$ cat src/hw/flash_guard_pkg.sv
// Constants, register map and state types of the flash descriptor guard
package flash_guard_pkg;
	localparam int          LIN_W          = 27;
	localparam int          NUM_MASTERS    = 4;
	localparam int          NUM_REGIONS    = 6;
	localparam int          NUM_STEPS      = 17;
	// Descriptor layout
	localparam logic [11:0] DESC_LAST      = 12'h0_fff;
	localparam logic [11:0] OEM_BASE       = 12'h0_f00;
	localparam logic [11:0] SIG_OFS        = 12'h0_010;
	localparam logic [11:0] MAP0_OFS       = 12'h0_014;
	localparam logic [11:0] MAP1_OFS       = 12'h0_018;
	localparam logic [11:0] UPPER_MAP_OFS  = 12'h0_efc;
	localparam logic [11:0] COMP_DEF_OFS   = 12'h0_030;
	localparam logic [11:0] REGION_DEF_OFS = 12'h0_040;
	localparam logic [11:0] MASTER_DEF_OFS = 12'h0_080;
	localparam logic [11:0] STRAP_DEF_OFS  = 12'h0_100;
	localparam logic [11:0] UPPER_TBL_OFS  = 12'h0_c00;
	localparam logic [31:0] SIGNATURE      = 32'h0ff0_a55a;
	localparam logic [11:0] PAGE_MASK      = 12'h0_fff;
	// Step numbers of the descriptor walk
	localparam logic [4:0]  ST_SIG    = 5'h00;
	localparam logic [4:0]  ST_MAP0   = 5'h01;
	localparam logic [4:0]  ST_MAP1   = 5'h02;
	localparam logic [4:0]  ST_UPPER  = 5'h03;
	localparam logic [4:0]  ST_COMP0  = 5'h04;
	localparam logic [4:0]  ST_COMP1  = 5'h05;
	localparam logic [4:0]  ST_COMP2  = 5'h06;
	localparam logic [4:0]  ST_REG0   = 5'h07;
	localparam logic [4:0]  ST_MAST0  = 5'h0d;
	// Masters and their primary regions
	localparam logic [1:0]  M_HOST    = 2'h0;
	localparam logic [1:0]  M_ETH     = 2'h1;
	localparam logic [1:0]  M_MGMT    = 2'h2;
	localparam logic [1:0]  M_EC      = 2'h3;
	localparam logic [2:0]  R_HOST    = 3'h1;
	localparam logic [2:0]  R_MGMT    = 3'h2;
	localparam logic [2:0]  R_ETH     = 3'h3;
	localparam logic [2:0]  R_EC      = 3'h5;
	// Register byte offsets
	localparam logic [7:0]  A_CTRL    = 8'h00;
	localparam logic [7:0]  A_STATUS  = 8'h04;
	localparam logic [7:0]  A_ERR     = 8'h08;
	localparam logic [7:0]  A_ERR_LIN = 8'h0c;
	localparam logic [7:0]  A_COMP    = 8'h10;
	localparam logic [7:0]  A_BLK_OP  = 8'h14;
	localparam logic [7:0]  A_FREQ    = 8'h18;
	localparam logic [7:0]  A_VTABLE  = 8'h1c;
	localparam logic [1:0]  RESP_OK   = 2'h0;
	localparam logic [1:0]  RESP_DEC  = 2'h3;
	typedef enum logic [2:0] {L_REQ, L_WAIT, L_DONE, L_FAIL} load_state_t;
	typedef enum logic [1:0] {D_IDLE, D_FETCH, D_WAIT, D_RESP} dread_state_t;
endpackage

$ cat src/hw/flash_descriptor_access_guard.sv
// Descriptor loader, direct read guard and program access guard for shared flash
`timescale 1ns/100ps
module flash_descriptor_access_guard #(
	parameter int LIN_W = flash_guard_pkg::LIN_W
) (
	input  wire logic             aclk,
	input  wire logic             aresetn,
	input  wire logic [7:0]       s_axi_awaddr,
	input  wire logic             s_axi_awvalid,
	output logic                  s_axi_awready,
	input  wire logic [31:0]      s_axi_wdata,
	input  wire logic [3:0]       s_axi_wstrb,
	input  wire logic             s_axi_wvalid,
	output logic                  s_axi_wready,
	output logic [1:0]            s_axi_bresp,
	output logic                  s_axi_bvalid,
	input  wire logic             s_axi_bready,
	input  wire logic [7:0]       s_axi_araddr,
	input  wire logic             s_axi_arvalid,
	output logic                  s_axi_arready,
	output logic [31:0]           s_axi_rdata,
	output logic [1:0]            s_axi_rresp,
	output logic                  s_axi_rvalid,
	input  wire logic             s_axi_rready,
	output logic                  flash_rd_valid,
	input  wire logic             flash_rd_ready,
	output logic [LIN_W-1:0]      flash_rd_addr,
	input  wire logic             flash_rd_done,
	input  wire logic [31:0]      flash_rd_data,
	input  wire logic             dr_valid,
	output logic                  dr_ready,
	input  wire logic [1:0]       dr_master,
	input  wire logic [7:0]       dr_rid,
	input  wire logic             dr_write,
	input  wire logic [LIN_W-1:0] dr_addr,
	output logic                  dr_resp_valid,
	input  wire logic             dr_resp_ready,
	output logic                  dr_resp_err,
	output logic [31:0]           dr_resp_data,
	input  wire logic             pr_valid,
	output logic                  pr_ready,
	input  wire logic [1:0]       pr_master,
	input  wire logic             pr_write,
	input  wire logic [LIN_W-1:0] pr_lin,
	input  wire logic [6:0]       pr_len,
	input  wire logic [7:0]       pr_opcode,
	output logic                  pr_grant,
	output logic                  pr_deny
);
	localparam int NR = flash_guard_pkg::NUM_REGIONS;
	localparam int NM = flash_guard_pkg::NUM_MASTERS;

	flash_guard_pkg::load_state_t  ld_state_ff;
	flash_guard_pkg::dread_state_t dr_state_ff;
	logic [4:0]       step_ff;
	logic [31:0]      map0_ff, map1_ff, upper_ff, comp0_ff, comp1_ff, comp2_ff;
	logic [31:0]      region_ff [NR];
	logic [31:0]      master_ff [NM];
	logic             sig_bad_ff, ptr_bad_ff, reload_ff;
	logic [1:0]       err_ff;
	logic [LIN_W-1:0] err_lin_ff;
	logic [11:0]      step_ofs;
	logic             loaded;

	// Map pointer fields are 16-byte units inside the descriptor
	function automatic logic [11:0] ptr(input logic [7:0] f);
		ptr = {f, 4'h0};
	endfunction

	function automatic logic [2:0] primary_of(input logic [1:0] m);
		unique case (m)
			flash_guard_pkg::M_HOST: primary_of = flash_guard_pkg::R_HOST;
			flash_guard_pkg::M_ETH:  primary_of = flash_guard_pkg::R_ETH;
			flash_guard_pkg::M_MGMT: primary_of = flash_guard_pkg::R_MGMT;
			flash_guard_pkg::M_EC:   primary_of = flash_guard_pkg::R_EC;
		endcase
	endfunction

	function automatic logic [LIN_W-1:0] rbase(input logic [31:0] w);
		rbase = {w[14:0], 12'h000};
	endfunction

	function automatic logic [LIN_W-1:0] rlimit(input logic [31:0] w);
		rlimit = {w[30:16], 12'hfff};
	endfunction

	assign loaded = (ld_state_ff == flash_guard_pkg::L_DONE);

	// Offset of each walk step, kept 12 bits wide so nothing past 4 KB is reached
	always_comb
	begin
		step_ofs = flash_guard_pkg::SIG_OFS;
		if (step_ff == flash_guard_pkg::ST_MAP0)
			step_ofs = flash_guard_pkg::MAP0_OFS;
		else if (step_ff == flash_guard_pkg::ST_MAP1)
			step_ofs = flash_guard_pkg::MAP1_OFS;
		else if (step_ff == flash_guard_pkg::ST_UPPER)
			step_ofs = flash_guard_pkg::UPPER_MAP_OFS;
		else if (step_ff >= flash_guard_pkg::ST_MAST0)
			step_ofs = ptr(map1_ff[7:0]) + {5'h00, step_ff - flash_guard_pkg::ST_MAST0, 2'h0};
		else if (step_ff >= flash_guard_pkg::ST_REG0)
			step_ofs = ptr(map0_ff[23:16]) + {5'h00, step_ff - flash_guard_pkg::ST_REG0, 2'h0};
		else if (step_ff >= flash_guard_pkg::ST_COMP0)
			step_ofs = ptr(map0_ff[7:0]) + {5'h00, step_ff - flash_guard_pkg::ST_COMP0, 2'h0};
	end

	// Descriptor walk
	always_ff @(posedge aclk)
	begin
		if (!aresetn || reload_ff)
		begin
			ld_state_ff <= flash_guard_pkg::L_REQ;
			step_ff     <= 5'h00;
			sig_bad_ff  <= 1'b0;
			ptr_bad_ff  <= 1'b0;
		end
		else
		begin
			unique case (ld_state_ff)
				flash_guard_pkg::L_REQ:
					if (step_ofs >= flash_guard_pkg::OEM_BASE)
					begin
						ptr_bad_ff  <= 1'b1;
						ld_state_ff <= flash_guard_pkg::L_FAIL;
					end
					else if (flash_rd_ready)
						ld_state_ff <= flash_guard_pkg::L_WAIT;
				flash_guard_pkg::L_WAIT:
					if (flash_rd_done)
					begin
						if (step_ff == flash_guard_pkg::ST_SIG
						    && flash_rd_data != flash_guard_pkg::SIGNATURE)
						begin
							sig_bad_ff  <= 1'b1;
							ld_state_ff <= flash_guard_pkg::L_FAIL;
						end
						else if (step_ff == 5'(flash_guard_pkg::NUM_STEPS - 1))
							ld_state_ff <= flash_guard_pkg::L_DONE;
						else
						begin
							step_ff     <= step_ff + 5'h01;
							ld_state_ff <= flash_guard_pkg::L_REQ;
						end
					end
				flash_guard_pkg::L_DONE: ld_state_ff <= flash_guard_pkg::L_DONE;
				flash_guard_pkg::L_FAIL: ld_state_ff <= flash_guard_pkg::L_FAIL;
				default:                 ld_state_ff <= flash_guard_pkg::L_FAIL;
			endcase
		end
	end

	// Capture of descriptor words
	always_ff @(posedge aclk)
	begin
		if (!aresetn)
		begin
			map0_ff  <= 32'h0000_0000;
			map1_ff  <= 32'h0000_0000;
			upper_ff <= 32'h0000_0000;
			comp0_ff <= 32'h0000_0000;
			comp1_ff <= 32'h0000_0000;
			comp2_ff <= 32'h0000_0000;
			for (int i = 0; i < NR; i++)
				region_ff[i] <= 32'h0000_0000;
			for (int i = 0; i < NM; i++)
				master_ff[i] <= 32'h0000_0000;
		end
		else if (ld_state_ff == flash_guard_pkg::L_WAIT && flash_rd_done)
		begin
			if (step_ff == flash_guard_pkg::ST_MAP0)
				map0_ff <= flash_rd_data;
			if (step_ff == flash_guard_pkg::ST_MAP1)
				map1_ff <= flash_rd_data;
			if (step_ff == flash_guard_pkg::ST_UPPER)
				upper_ff <= flash_rd_data;
			if (step_ff == flash_guard_pkg::ST_COMP0)
				comp0_ff <= flash_rd_data;
			if (step_ff == flash_guard_pkg::ST_COMP1)
				comp1_ff <= flash_rd_data;
			if (step_ff == flash_guard_pkg::ST_COMP2)
				comp2_ff <= flash_rd_data;
			for (int i = 0; i < NR; i++)
				if (step_ff == flash_guard_pkg::ST_REG0 + 5'(i))
					region_ff[i] <= flash_rd_data;
			for (int i = 0; i < NM; i++)
				if (step_ff == flash_guard_pkg::ST_MAST0 + 5'(i))
					master_ff[i] <= flash_rd_data;
		end
	end

	// Direct read checks on the offered request
	logic [2:0]       dr_region;
	logic [LIN_W-1:0] dr_lin, dr_base, dr_lim;
	logic             dr_ok, dr_hit;
	logic [1:0]       cache_owner_ff;
	logic [LIN_W-1:0] cache_addr_ff;
	logic [31:0]      cache_data_ff;
	logic             cache_full_ff;
	logic [LIN_W-1:0] fetch_addr_ff;

	assign dr_region = primary_of(dr_master);
	assign dr_base   = rbase(region_ff[dr_region]);
	assign dr_lim    = rlimit(region_ff[dr_region]);
	assign dr_lin    = (dr_master == flash_guard_pkg::M_HOST
	                   || dr_master == flash_guard_pkg::M_MGMT)
	                   ? LIN_W'(dr_base + dr_addr) : dr_addr;
	assign dr_ok     = !dr_write
	                   && dr_rid == master_ff[dr_master][7:0]
	                   && dr_lin >= dr_base && dr_lin <= dr_lim
	                   && master_ff[dr_master][8 + dr_region];
	assign dr_hit    = cache_full_ff && cache_owner_ff == dr_master
	                   && cache_addr_ff == {dr_lin[LIN_W-1:2], 2'h0};
	assign dr_ready  = loaded && dr_state_ff == flash_guard_pkg::D_IDLE;

	always_ff @(posedge aclk)
	begin
		if (!aresetn)
		begin
			dr_state_ff   <= flash_guard_pkg::D_IDLE;
			dr_resp_valid <= 1'b0;
			dr_resp_err   <= 1'b0;
			dr_resp_data  <= 32'h0000_0000;
			fetch_addr_ff <= '0;
		end
		else
		begin
			unique case (dr_state_ff)
				flash_guard_pkg::D_IDLE:
					if (dr_valid && dr_ready)
					begin
						fetch_addr_ff <= {dr_lin[LIN_W-1:2], 2'h0};
						if (!dr_ok || dr_hit)
						begin
							dr_resp_valid <= 1'b1;
							dr_resp_err   <= !dr_ok;
							dr_resp_data  <= dr_ok ? cache_data_ff : 32'h0000_0000;
							dr_state_ff   <= flash_guard_pkg::D_RESP;
						end
						else
							dr_state_ff <= flash_guard_pkg::D_FETCH;
					end
				flash_guard_pkg::D_FETCH:
					if (flash_rd_ready)
						dr_state_ff <= flash_guard_pkg::D_WAIT;
				flash_guard_pkg::D_WAIT:
					if (flash_rd_done)
					begin
						dr_resp_valid <= 1'b1;
						dr_resp_err   <= 1'b0;
						dr_resp_data  <= flash_rd_data;
						dr_state_ff   <= flash_guard_pkg::D_RESP;
					end
				flash_guard_pkg::D_RESP:
					if (dr_resp_ready)
					begin
						dr_resp_valid <= 1'b0;
						dr_state_ff   <= flash_guard_pkg::D_IDLE;
					end
			endcase
		end
	end

	// Direct read cache
	always_ff @(posedge aclk)
	begin
		if (!aresetn)
		begin
			cache_owner_ff <= flash_guard_pkg::M_HOST;
			cache_addr_ff  <= '0;
			cache_data_ff  <= 32'h0000_0000;
			cache_full_ff  <= 1'b0;
		end
		else if (dr_valid && dr_ready && dr_master != cache_owner_ff)
		begin
			cache_owner_ff <= dr_master;
			cache_data_ff  <= 32'h0000_0000;
			cache_full_ff  <= 1'b0;
		end
		else if (dr_state_ff == flash_guard_pkg::D_WAIT && flash_rd_done)
		begin
			cache_addr_ff <= fetch_addr_ff;
			cache_data_ff <= flash_rd_data;
			cache_full_ff <= 1'b1;
		end
	end

	// Flash read port, loader before descriptor mode and direct reads after
	always_ff @(posedge aclk)
	begin
		if (!aresetn)
		begin
			flash_rd_valid <= 1'b0;
			flash_rd_addr  <= '0;
		end
		else if (flash_rd_valid && flash_rd_ready)
			flash_rd_valid <= 1'b0;
		else if (!flash_rd_valid && ld_state_ff == flash_guard_pkg::L_REQ && !reload_ff
		         && step_ofs < flash_guard_pkg::OEM_BASE)
		begin
			flash_rd_valid <= 1'b1;
			flash_rd_addr  <= LIN_W'(step_ofs);
		end
		else if (!flash_rd_valid && dr_state_ff == flash_guard_pkg::D_FETCH)
		begin
			flash_rd_valid <= 1'b1;
			flash_rd_addr  <= fetch_addr_ff;
		end
	end

	// Program register access checks
	logic [2:0]       pr_region;
	logic [LIN_W-1:0] pr_end, pr_base, pr_lim, comp0_size;
	logic             pr_ok, pr_blocked, pr_cross_comp;

	assign pr_ready   = loaded;
	assign pr_region  = primary_of(pr_master);
	assign pr_base    = rbase(region_ff[pr_region]);
	assign pr_lim     = rlimit(region_ff[pr_region]);
	assign pr_end     = LIN_W'(pr_lin + LIN_W'(pr_len) - LIN_W'(1));
	assign comp0_size = LIN_W'({{(LIN_W-1){1'b0}}, 1'b1} << (19 + comp0_ff[3:0]));
	assign pr_blocked = pr_opcode == comp1_ff[7:0] || pr_opcode == comp1_ff[15:8]
	                    || pr_opcode == comp1_ff[23:16] || pr_opcode == comp1_ff[31:24];
	assign pr_cross_comp = map0_ff[9:8] != 2'h0 && pr_lin < comp0_size && pr_end >= comp0_size;
	assign pr_ok      = pr_len != 7'h00
	                    && pr_end[LIN_W-1:12] == pr_lin[LIN_W-1:12]
	                    && !pr_cross_comp
	                    && pr_lin >= pr_base && pr_end <= pr_lim
	                    && !pr_blocked
	                    && master_ff[pr_master][(pr_write ? 16 : 8) + pr_region];

	always_ff @(posedge aclk)
	begin
		if (!aresetn)
		begin
			pr_grant <= 1'b0;
			pr_deny  <= 1'b0;
		end
		else
		begin
			pr_grant <= pr_valid && pr_ready && pr_ok;
			pr_deny  <= pr_valid && pr_ready && !pr_ok;
		end
	end

	// AXI4-Lite slave
	logic       aw_held_ff, w_held_ff;
	logic [7:0] aw_addr_ff;
	logic [31:0] w_data_ff;
	logic       wr_fire, err_clr_hit;
	logic [31:0] rd_word;
	logic [1:0]  rd_resp;

	assign s_axi_awready = !aw_held_ff && !s_axi_bvalid;
	assign s_axi_wready  = !w_held_ff && !s_axi_bvalid;
	assign s_axi_arready = !s_axi_rvalid;
	assign wr_fire       = aw_held_ff && w_held_ff && !s_axi_bvalid;
	assign err_clr_hit   = wr_fire && aw_addr_ff == flash_guard_pkg::A_ERR;

	always_ff @(posedge aclk)
	begin
		if (!aresetn)
		begin
			aw_held_ff   <= 1'b0;
			w_held_ff    <= 1'b0;
			aw_addr_ff   <= 8'h00;
			w_data_ff    <= 32'h0000_0000;
			s_axi_bvalid <= 1'b0;
			s_axi_bresp  <= flash_guard_pkg::RESP_OK;
			reload_ff    <= 1'b0;
		end
		else
		begin
			reload_ff <= 1'b0;
			if (s_axi_awvalid && s_axi_awready)
			begin
				aw_held_ff <= 1'b1;
				aw_addr_ff <= s_axi_awaddr;
			end
			if (s_axi_wvalid && s_axi_wready)
			begin
				w_held_ff <= 1'b1;
				w_data_ff <= s_axi_wdata & {{8{s_axi_wstrb[3]}}, {8{s_axi_wstrb[2]}},
				                            {8{s_axi_wstrb[1]}}, {8{s_axi_wstrb[0]}}};
			end
			if (wr_fire)
			begin
				aw_held_ff   <= 1'b0;
				w_held_ff    <= 1'b0;
				s_axi_bvalid <= 1'b1;
				s_axi_bresp  <= aw_addr_ff > flash_guard_pkg::A_VTABLE || aw_addr_ff[1:0] != 2'h0
				                ? flash_guard_pkg::RESP_DEC : flash_guard_pkg::RESP_OK;
				reload_ff    <= aw_addr_ff == flash_guard_pkg::A_CTRL && w_data_ff[0];
			end
			else if (s_axi_bvalid && s_axi_bready)
				s_axi_bvalid <= 1'b0;
		end
	end

	// Sticky check-failure flags; a new failure wins over a clear
	always_ff @(posedge aclk)
	begin
		if (!aresetn)
		begin
			err_ff     <= 2'h0;
			err_lin_ff <= '0;
		end
		else
		begin
			err_ff[0] <= (err_ff[0] && !(err_clr_hit && w_data_ff[0]))
			             || (dr_valid && dr_ready && !dr_ok);
			err_ff[1] <= (err_ff[1] && !(err_clr_hit && w_data_ff[1]))
			             || (pr_valid && pr_ready && !pr_ok);
			if (dr_valid && dr_ready && !dr_ok)
				err_lin_ff <= dr_lin;
			else if (pr_valid && pr_ready && !pr_ok)
				err_lin_ff <= pr_lin;
		end
	end

	always_comb
	begin
		rd_resp = flash_guard_pkg::RESP_OK;
		unique case (s_axi_araddr)
			flash_guard_pkg::A_CTRL:    rd_word = 32'h0000_0000;
			flash_guard_pkg::A_STATUS:  rd_word = {28'h000_0000, !loaded && ld_state_ff !=
			                              flash_guard_pkg::L_FAIL, ptr_bad_ff, sig_bad_ff, loaded};
			flash_guard_pkg::A_ERR:     rd_word = {30'h0000_0000, err_ff};
			flash_guard_pkg::A_ERR_LIN: rd_word = 32'(err_lin_ff);
			flash_guard_pkg::A_COMP:    rd_word = {22'h00_0000, map0_ff[9:8], comp0_ff[7:0]};
			flash_guard_pkg::A_BLK_OP:  rd_word = comp1_ff;
			flash_guard_pkg::A_FREQ:    rd_word = comp2_ff;
			flash_guard_pkg::A_VTABLE:  rd_word = {16'h0000, upper_ff[15:0]};
			default:
			begin
				rd_word = 32'h0000_0000;
				rd_resp = flash_guard_pkg::RESP_DEC;
			end
		endcase
	end

	always_ff @(posedge aclk)
	begin
		if (!aresetn)
		begin
			s_axi_rvalid <= 1'b0;
			s_axi_rdata  <= 32'h0000_0000;
			s_axi_rresp  <= flash_guard_pkg::RESP_OK;
		end
		else if (s_axi_arvalid && s_axi_arready)
		begin
			s_axi_rvalid <= 1'b1;
			s_axi_rdata  <= rd_word;
			s_axi_rresp  <= rd_resp;
		end
		else if (s_axi_rvalid && s_axi_rready)
			s_axi_rvalid <= 1'b0;
	end
endmodule

$ cat config.mk
export PLATFORM = sky130hd
export DESIGN_NAME = flash_descriptor_access_guard
export DESIGN_NICKNAME = d
export VERILOG_FILES = /design/src/hw/flash_guard_pkg.sv /design/src/hw/flash_descriptor_access_guard.sv
export SDC_FILE = /design/constraint.sdc
export NUM_CORES = 2
export LEC_CHECK = 0
export ABC_AREA = 1
export BUFFER_PORTS_ARGS = -buffer_cell sky130_fd_sc_hd__clkbuf_2
export CELL_PAD_IN_SITES_DETAIL_PLACEMENT = 0
export CELL_PAD_IN_SITES_GLOBAL_PLACEMENT = 1
export CORE_UTILIZATION = 48
export DETAILED_ROUTE_END_ITERATION = 12
export GPL_TIMING_DRIVEN = 0
export PLACE_DENSITY = 0.95
export RECOVER_POWER = 25
export SLEW_MARGIN = 40
export SYNTH_ARGS = -nofsm -noshare
export SYNTH_HDL_FRONTEND = slang
export SYNTH_SLANG_ARGS = --single-unit
$ cat constraint.sdc
create_clock -name aclk -period 9.94 [get_ports aclk]
set_input_delay 0.994 -clock aclk [delete_from_list [all_inputs] [get_ports aclk]]
set_output_delay 0.994 -clock aclk [all_outputs]
set_load 0.05 [all_outputs]
==> summary.txt <==
# H-tree levels: 3
Yosys warning total: 0
Number of failing setup endpoints in the final timing report: 0
Top-level I/O count: 286
Die Area: 77,260 um^2
Mean post-synth cell area: 7.445 um^2
Final setup slack of the worst path: 1.344 ns
Initial DRT Pass Iterations: 8
Core area: 74,950 um^2
RSZ-0062 raised after global routing: false
Final design area excluding fillers: 41,560 um^2
Sum of met2 wire segment lengths after detailed routing: 59.97 mm
Crit share post-route: 86.47%
Yosys cell types: 61
Fraction of final layout cells with drive strength greater than 1: 8.091%
Final WL: 140.2 mm
Fin crit period: 8.596 ns
Count of placed standard cells including taps: 6,184
Post-Route Skew: 0.04209 ns
DRC viols: 0
IO buf count: 250
Critical Path Source Type: input port
Chip height: 278.0 um
Async set-or-reset flop fraction in the synthesized netlist: 0%
Detailed-routed wire length on met3: 16.00 mm
Flip-flop and latch count after synthesis: 626
Reg2reg setup slack: 4.19 ns
Peak supply drop: 0.2301 mV
Root buf cell: sky130_fd_sc_hd__clkbuf_16
Most repeated library cell on the critical path: sky130_fd_sc_hd__nand2_1
Clock-pin slew on the worst setup and hold paths: 0.06 ns
Crit Path Max Fanout: 12
Clock buffer count from CTS: 70
Antenna-violating nets left: 0
Number of global-route vias before repair: 33,724
Hold Path Origin: s_axi_rdata[12]
Final number of hold-violating endpoints: 0
Violated checks: max-capacitance violations, max-slew violations
Clk_lat worst skew: 0.63 ns
Largest net degree at the start of global routing: 25
CTS tree: yes
Maximum frequency from static timing analysis: 0.1163 GHz
Slew of the pin with the lowest slew margin: 1.747 ns
Area added between synthesis and finish: 13.71%
Total placed instance area: 39,490 um^2
Number of DRC markers in iteration 0: 4,611
Fin nets: 5,658
Starting density of the core: 48.77%
Setup slack after placement: 1.009 ns
CP Data Arrival Time: 9.11 ns
Slowest library cell on the worst path: sky130_fd_sc_hd__clkbuf_1
Detailed placer's ending HPWL: 106.9 mm
Wire length of the first global-routing pass: 207.4 mm
Relative slew slack: -17.70%
Width of the die: 278.0 um
Sequential cell area fraction in the yosys report: 41.84%
Number of cells traversed by the worst hold path: 2
Standard-cell row count: 100
All-Layer GR Usage: 35.55%
Hold Crit Endpoint: s_axi_rdata[12]
Sink Count: 626
Non-Filler Instances: 6,309
Global placer's final weighted congestion: 1.001
Highest cell delay on the worst timing path: 0.63 ns
WL/cell: 22.23 um
Synth area leader: sky130_fd_sc_hd__edfxtp_1
Post-Syn Area: 36,550 um^2
Pins over their slew limit: 28
Required time at the endpoint of the critical path: 10.45 ns
Static leakage: 17.89 nW
Number of gates resized after cts: 0
Type of element capturing the critical path: flip-flop
FF-to-FF Start: region_ff[3][0]
Filler cells: 7,256
Largest buffer count on any clock path: 3
Largest cells by area after synthesis: sky130_fd_sc_hd__edfxtp_1, sky130_fd_sc_hd__dfxtp_1, sky130_fd_sc_hd__nand2_1, sky130_fd_sc_hd__nor2_1, sky130_fd_sc_hd__ha_1
Category of the critical setup timing path: in2reg
Vias: 36,673
WL met1: 56.96 mm
Via density per instance: 5.813
Portion of synthesized cell area occupied by the leading cell type: 22.67%
GRT Residual Overflow: 0
Number of maximum-capacitance constraint violations: 3
Post-CTS repair timing setup buffer count: 0
Antenna violations before repair: 5
Count of mapped cells out of synthesis: 4,910
FF-to-FF End: dr_resp_data[18]
Number of enable flip-flop cells after synthesis: 276
Outcome: finished, violations left
Top layer used by detailed routing: met5
Prevailing post-synth register cell: sky130_fd_sc_hd__dfxtp_1
Cell count of the worst reg-to-reg path: 33
Power density over the cells: 191.9 nW/um^2
Hold-fix buffers, CTS: 0
Hold crit path type: reg2reg
Setup TNS after final layout: 0 ns
==> worst max path at each step <==
stage / startpoint / end / slack (ns) / cells past startpoint
2_1_floorplan: dr_master[0] / err_lin_ff[14] / 3.67 / 46
3_3_place_gp: dr_master[0] / dr_resp_data[23] / 0.99 / 40
3_5_place_dp: dr_master[0] / dr_resp_data[18] / 1.01 / 40
4_1_cts: dr_master[0] / dr_resp_data[23] / 1.62 / 40
5_1_grt: dr_master[0] / dr_resp_data[22] / 0.96 / 40
6_report: dr_master[0] / dr_resp_data[18] / 1.34 / 40
==> cells in the final DEF (no fill, tap or decap), types with 25 or more instances in the layout <==
cell / instances
sky130_fd_sc_hd__ha_1: 187
sky130_fd_sc_hd__conb_1: 39
sky130_fd_sc_hd__a21oi_1: 445
sky130_fd_sc_hd__a211oi_1: 42
sky130_fd_sc_hd__nand3_1: 286
sky130_fd_sc_hd__nand4_1: 64
sky130_fd_sc_hd__buf_4: 25
sky130_fd_sc_hd__xor2_1: 38
sky130_fd_sc_hd__clkinv_1: 27
sky130_fd_sc_hd__clkbuf_2: 156
sky130_fd_sc_hd__nand2_1: 900
sky130_fd_sc_hd__nor3_1: 50
sky130_fd_sc_hd__dfxtp_1: 350
sky130_fd_sc_hd__nor2_1: 722
sky130_fd_sc_hd__o21ai_0: 457
sky130_fd_sc_hd__inv_1: 466
sky130_fd_sc_hd__clkbuf_16: 74
sky130_fd_sc_hd__edfxtp_1: 276
sky130_fd_sc_hd__clkbuf_1: 323
sky130_fd_sc_hd__o22ai_1: 43
sky130_fd_sc_hd__buf_2: 28
==> per-stage QoR <==
stage	hold WS (ns)	utilization, %	total power [mW]
2_1_floorplan	0.4225	-	4.659
3_3_place_gp	0.4459	52.24	5.347
3_5_place_dp	0.4588	52.69	5.385
4_1_cts	0.4677	55.70	7.948
5_1_grt	0.4888	55.46	8.306
6_report	0.4661	55.46	7.977
==> synth_stat cells (15+ instances only) <==
| master | count |
|---|---|
| sky130_fd_sc_hd__a211oi_1 | 42 |
| sky130_fd_sc_hd__a21oi_1 | 445 |
| sky130_fd_sc_hd__a31oi_1 | 15 |
| sky130_fd_sc_hd__buf_1 | 15 |
| sky130_fd_sc_hd__buf_2 | 28 |
| sky130_fd_sc_hd__buf_4 | 21 |
| sky130_fd_sc_hd__clkbuf_1 | 216 |
| sky130_fd_sc_hd__clkinv_1 | 15 |
| sky130_fd_sc_hd__dfxtp_1 | 350 |
| sky130_fd_sc_hd__edfxtp_1 | 276 |
| sky130_fd_sc_hd__ha_1 | 187 |
| sky130_fd_sc_hd__inv_1 | 466 |
| sky130_fd_sc_hd__nand2_1 | 902 |
| sky130_fd_sc_hd__nand2_2 | 17 |
| sky130_fd_sc_hd__nand3_1 | 286 |
| sky130_fd_sc_hd__nand4_1 | 64 |
| sky130_fd_sc_hd__nor2_1 | 722 |
| sky130_fd_sc_hd__nor2_2 | 16 |
| sky130_fd_sc_hd__nor3_1 | 51 |
| sky130_fd_sc_hd__nor4_1 | 15 |
| sky130_fd_sc_hd__o211ai_1 | 24 |
| sky130_fd_sc_hd__o21ai_0 | 462 |
| sky130_fd_sc_hd__o22ai_1 | 43 |
| sky130_fd_sc_hd__o32a_1 | 24 |
| sky130_fd_sc_hd__or2_2 | 17 |
| sky130_fd_sc_hd__xnor2_1 | 17 |
| sky130_fd_sc_hd__xor2_1 | 38 |
==> routing by layer <==
metal	vias to the layer above	track usage (%)
met2	2119	53.97
met1	16999	48.04
li1	17158	-
met3	387	8.051
met4	10	16.09
met5	-	1.376
==> power by group <==
group | switching, mW | internal, mW | total, mW
sequential | 0.140 | 2.89 | 3.03
combinational | 1.69 | 0.641 | 2.34
clock | 1.11 | 1.50 | 2.61
==> cell type report <==
| cell class | count | area, um^2 | share of cell area, % |
|---|---|---|---|
| sequential | 626 | 15290 | 36.80 |
| timing repair buffer | 268 | 1335 | 3.212 |
| inverter | 493 | 1851 | 4.452 |
| buffer | 296 | 1369 | 3.293 |
| clock buffer | 92 | 1999 | 4.810 |
| clock inverter | 32 | 260.3 | 0.6261 |
| antenna | 1 | 2.502 | 0.006020 |
| tap | 969 | 1212 | 2.917 |
| multi-input combinational | 3532 | 18240 | 43.89 |
==> flip-flops by register name, indices dropped and copies added (netlist names), 25 cells and up <==
signal and flops:
region_ff 180, comp2_ff 32, master_ff 96, cache_addr_ff 25, fetch_addr_ff 25, cache_data_ff 32
dr_resp_data 32, err_lin_ff 27, flash_rd_addr 25, comp1_ff 32, s_axi_rdata 32
==> worst max-delay path, delay by kind of cell <==
kind	cells	cell delay (ns)
AND/OR/NAND/NOR	17	2.04
AO/OA/AOI/OAI	4	0.69
XOR/XNOR	1	0.14
buffers and inverters	14	3.68
adder cells (fa/ha/maj)	4	1.56
==> cell families after synthesis <==
family	count (synthesis)	share of synthesized area, %
adders and majority gates	192	6.675
buffers and inverters	789	8.790
xor gates and xnor gates	57	1.441
AOI/OAI and AO/OA	1122	16.86
other	2	0.02055
and+or+nand+nor	2122	24.37
DFF	626	41.84
Note: power is estimated with default switching activity, not from simulation.
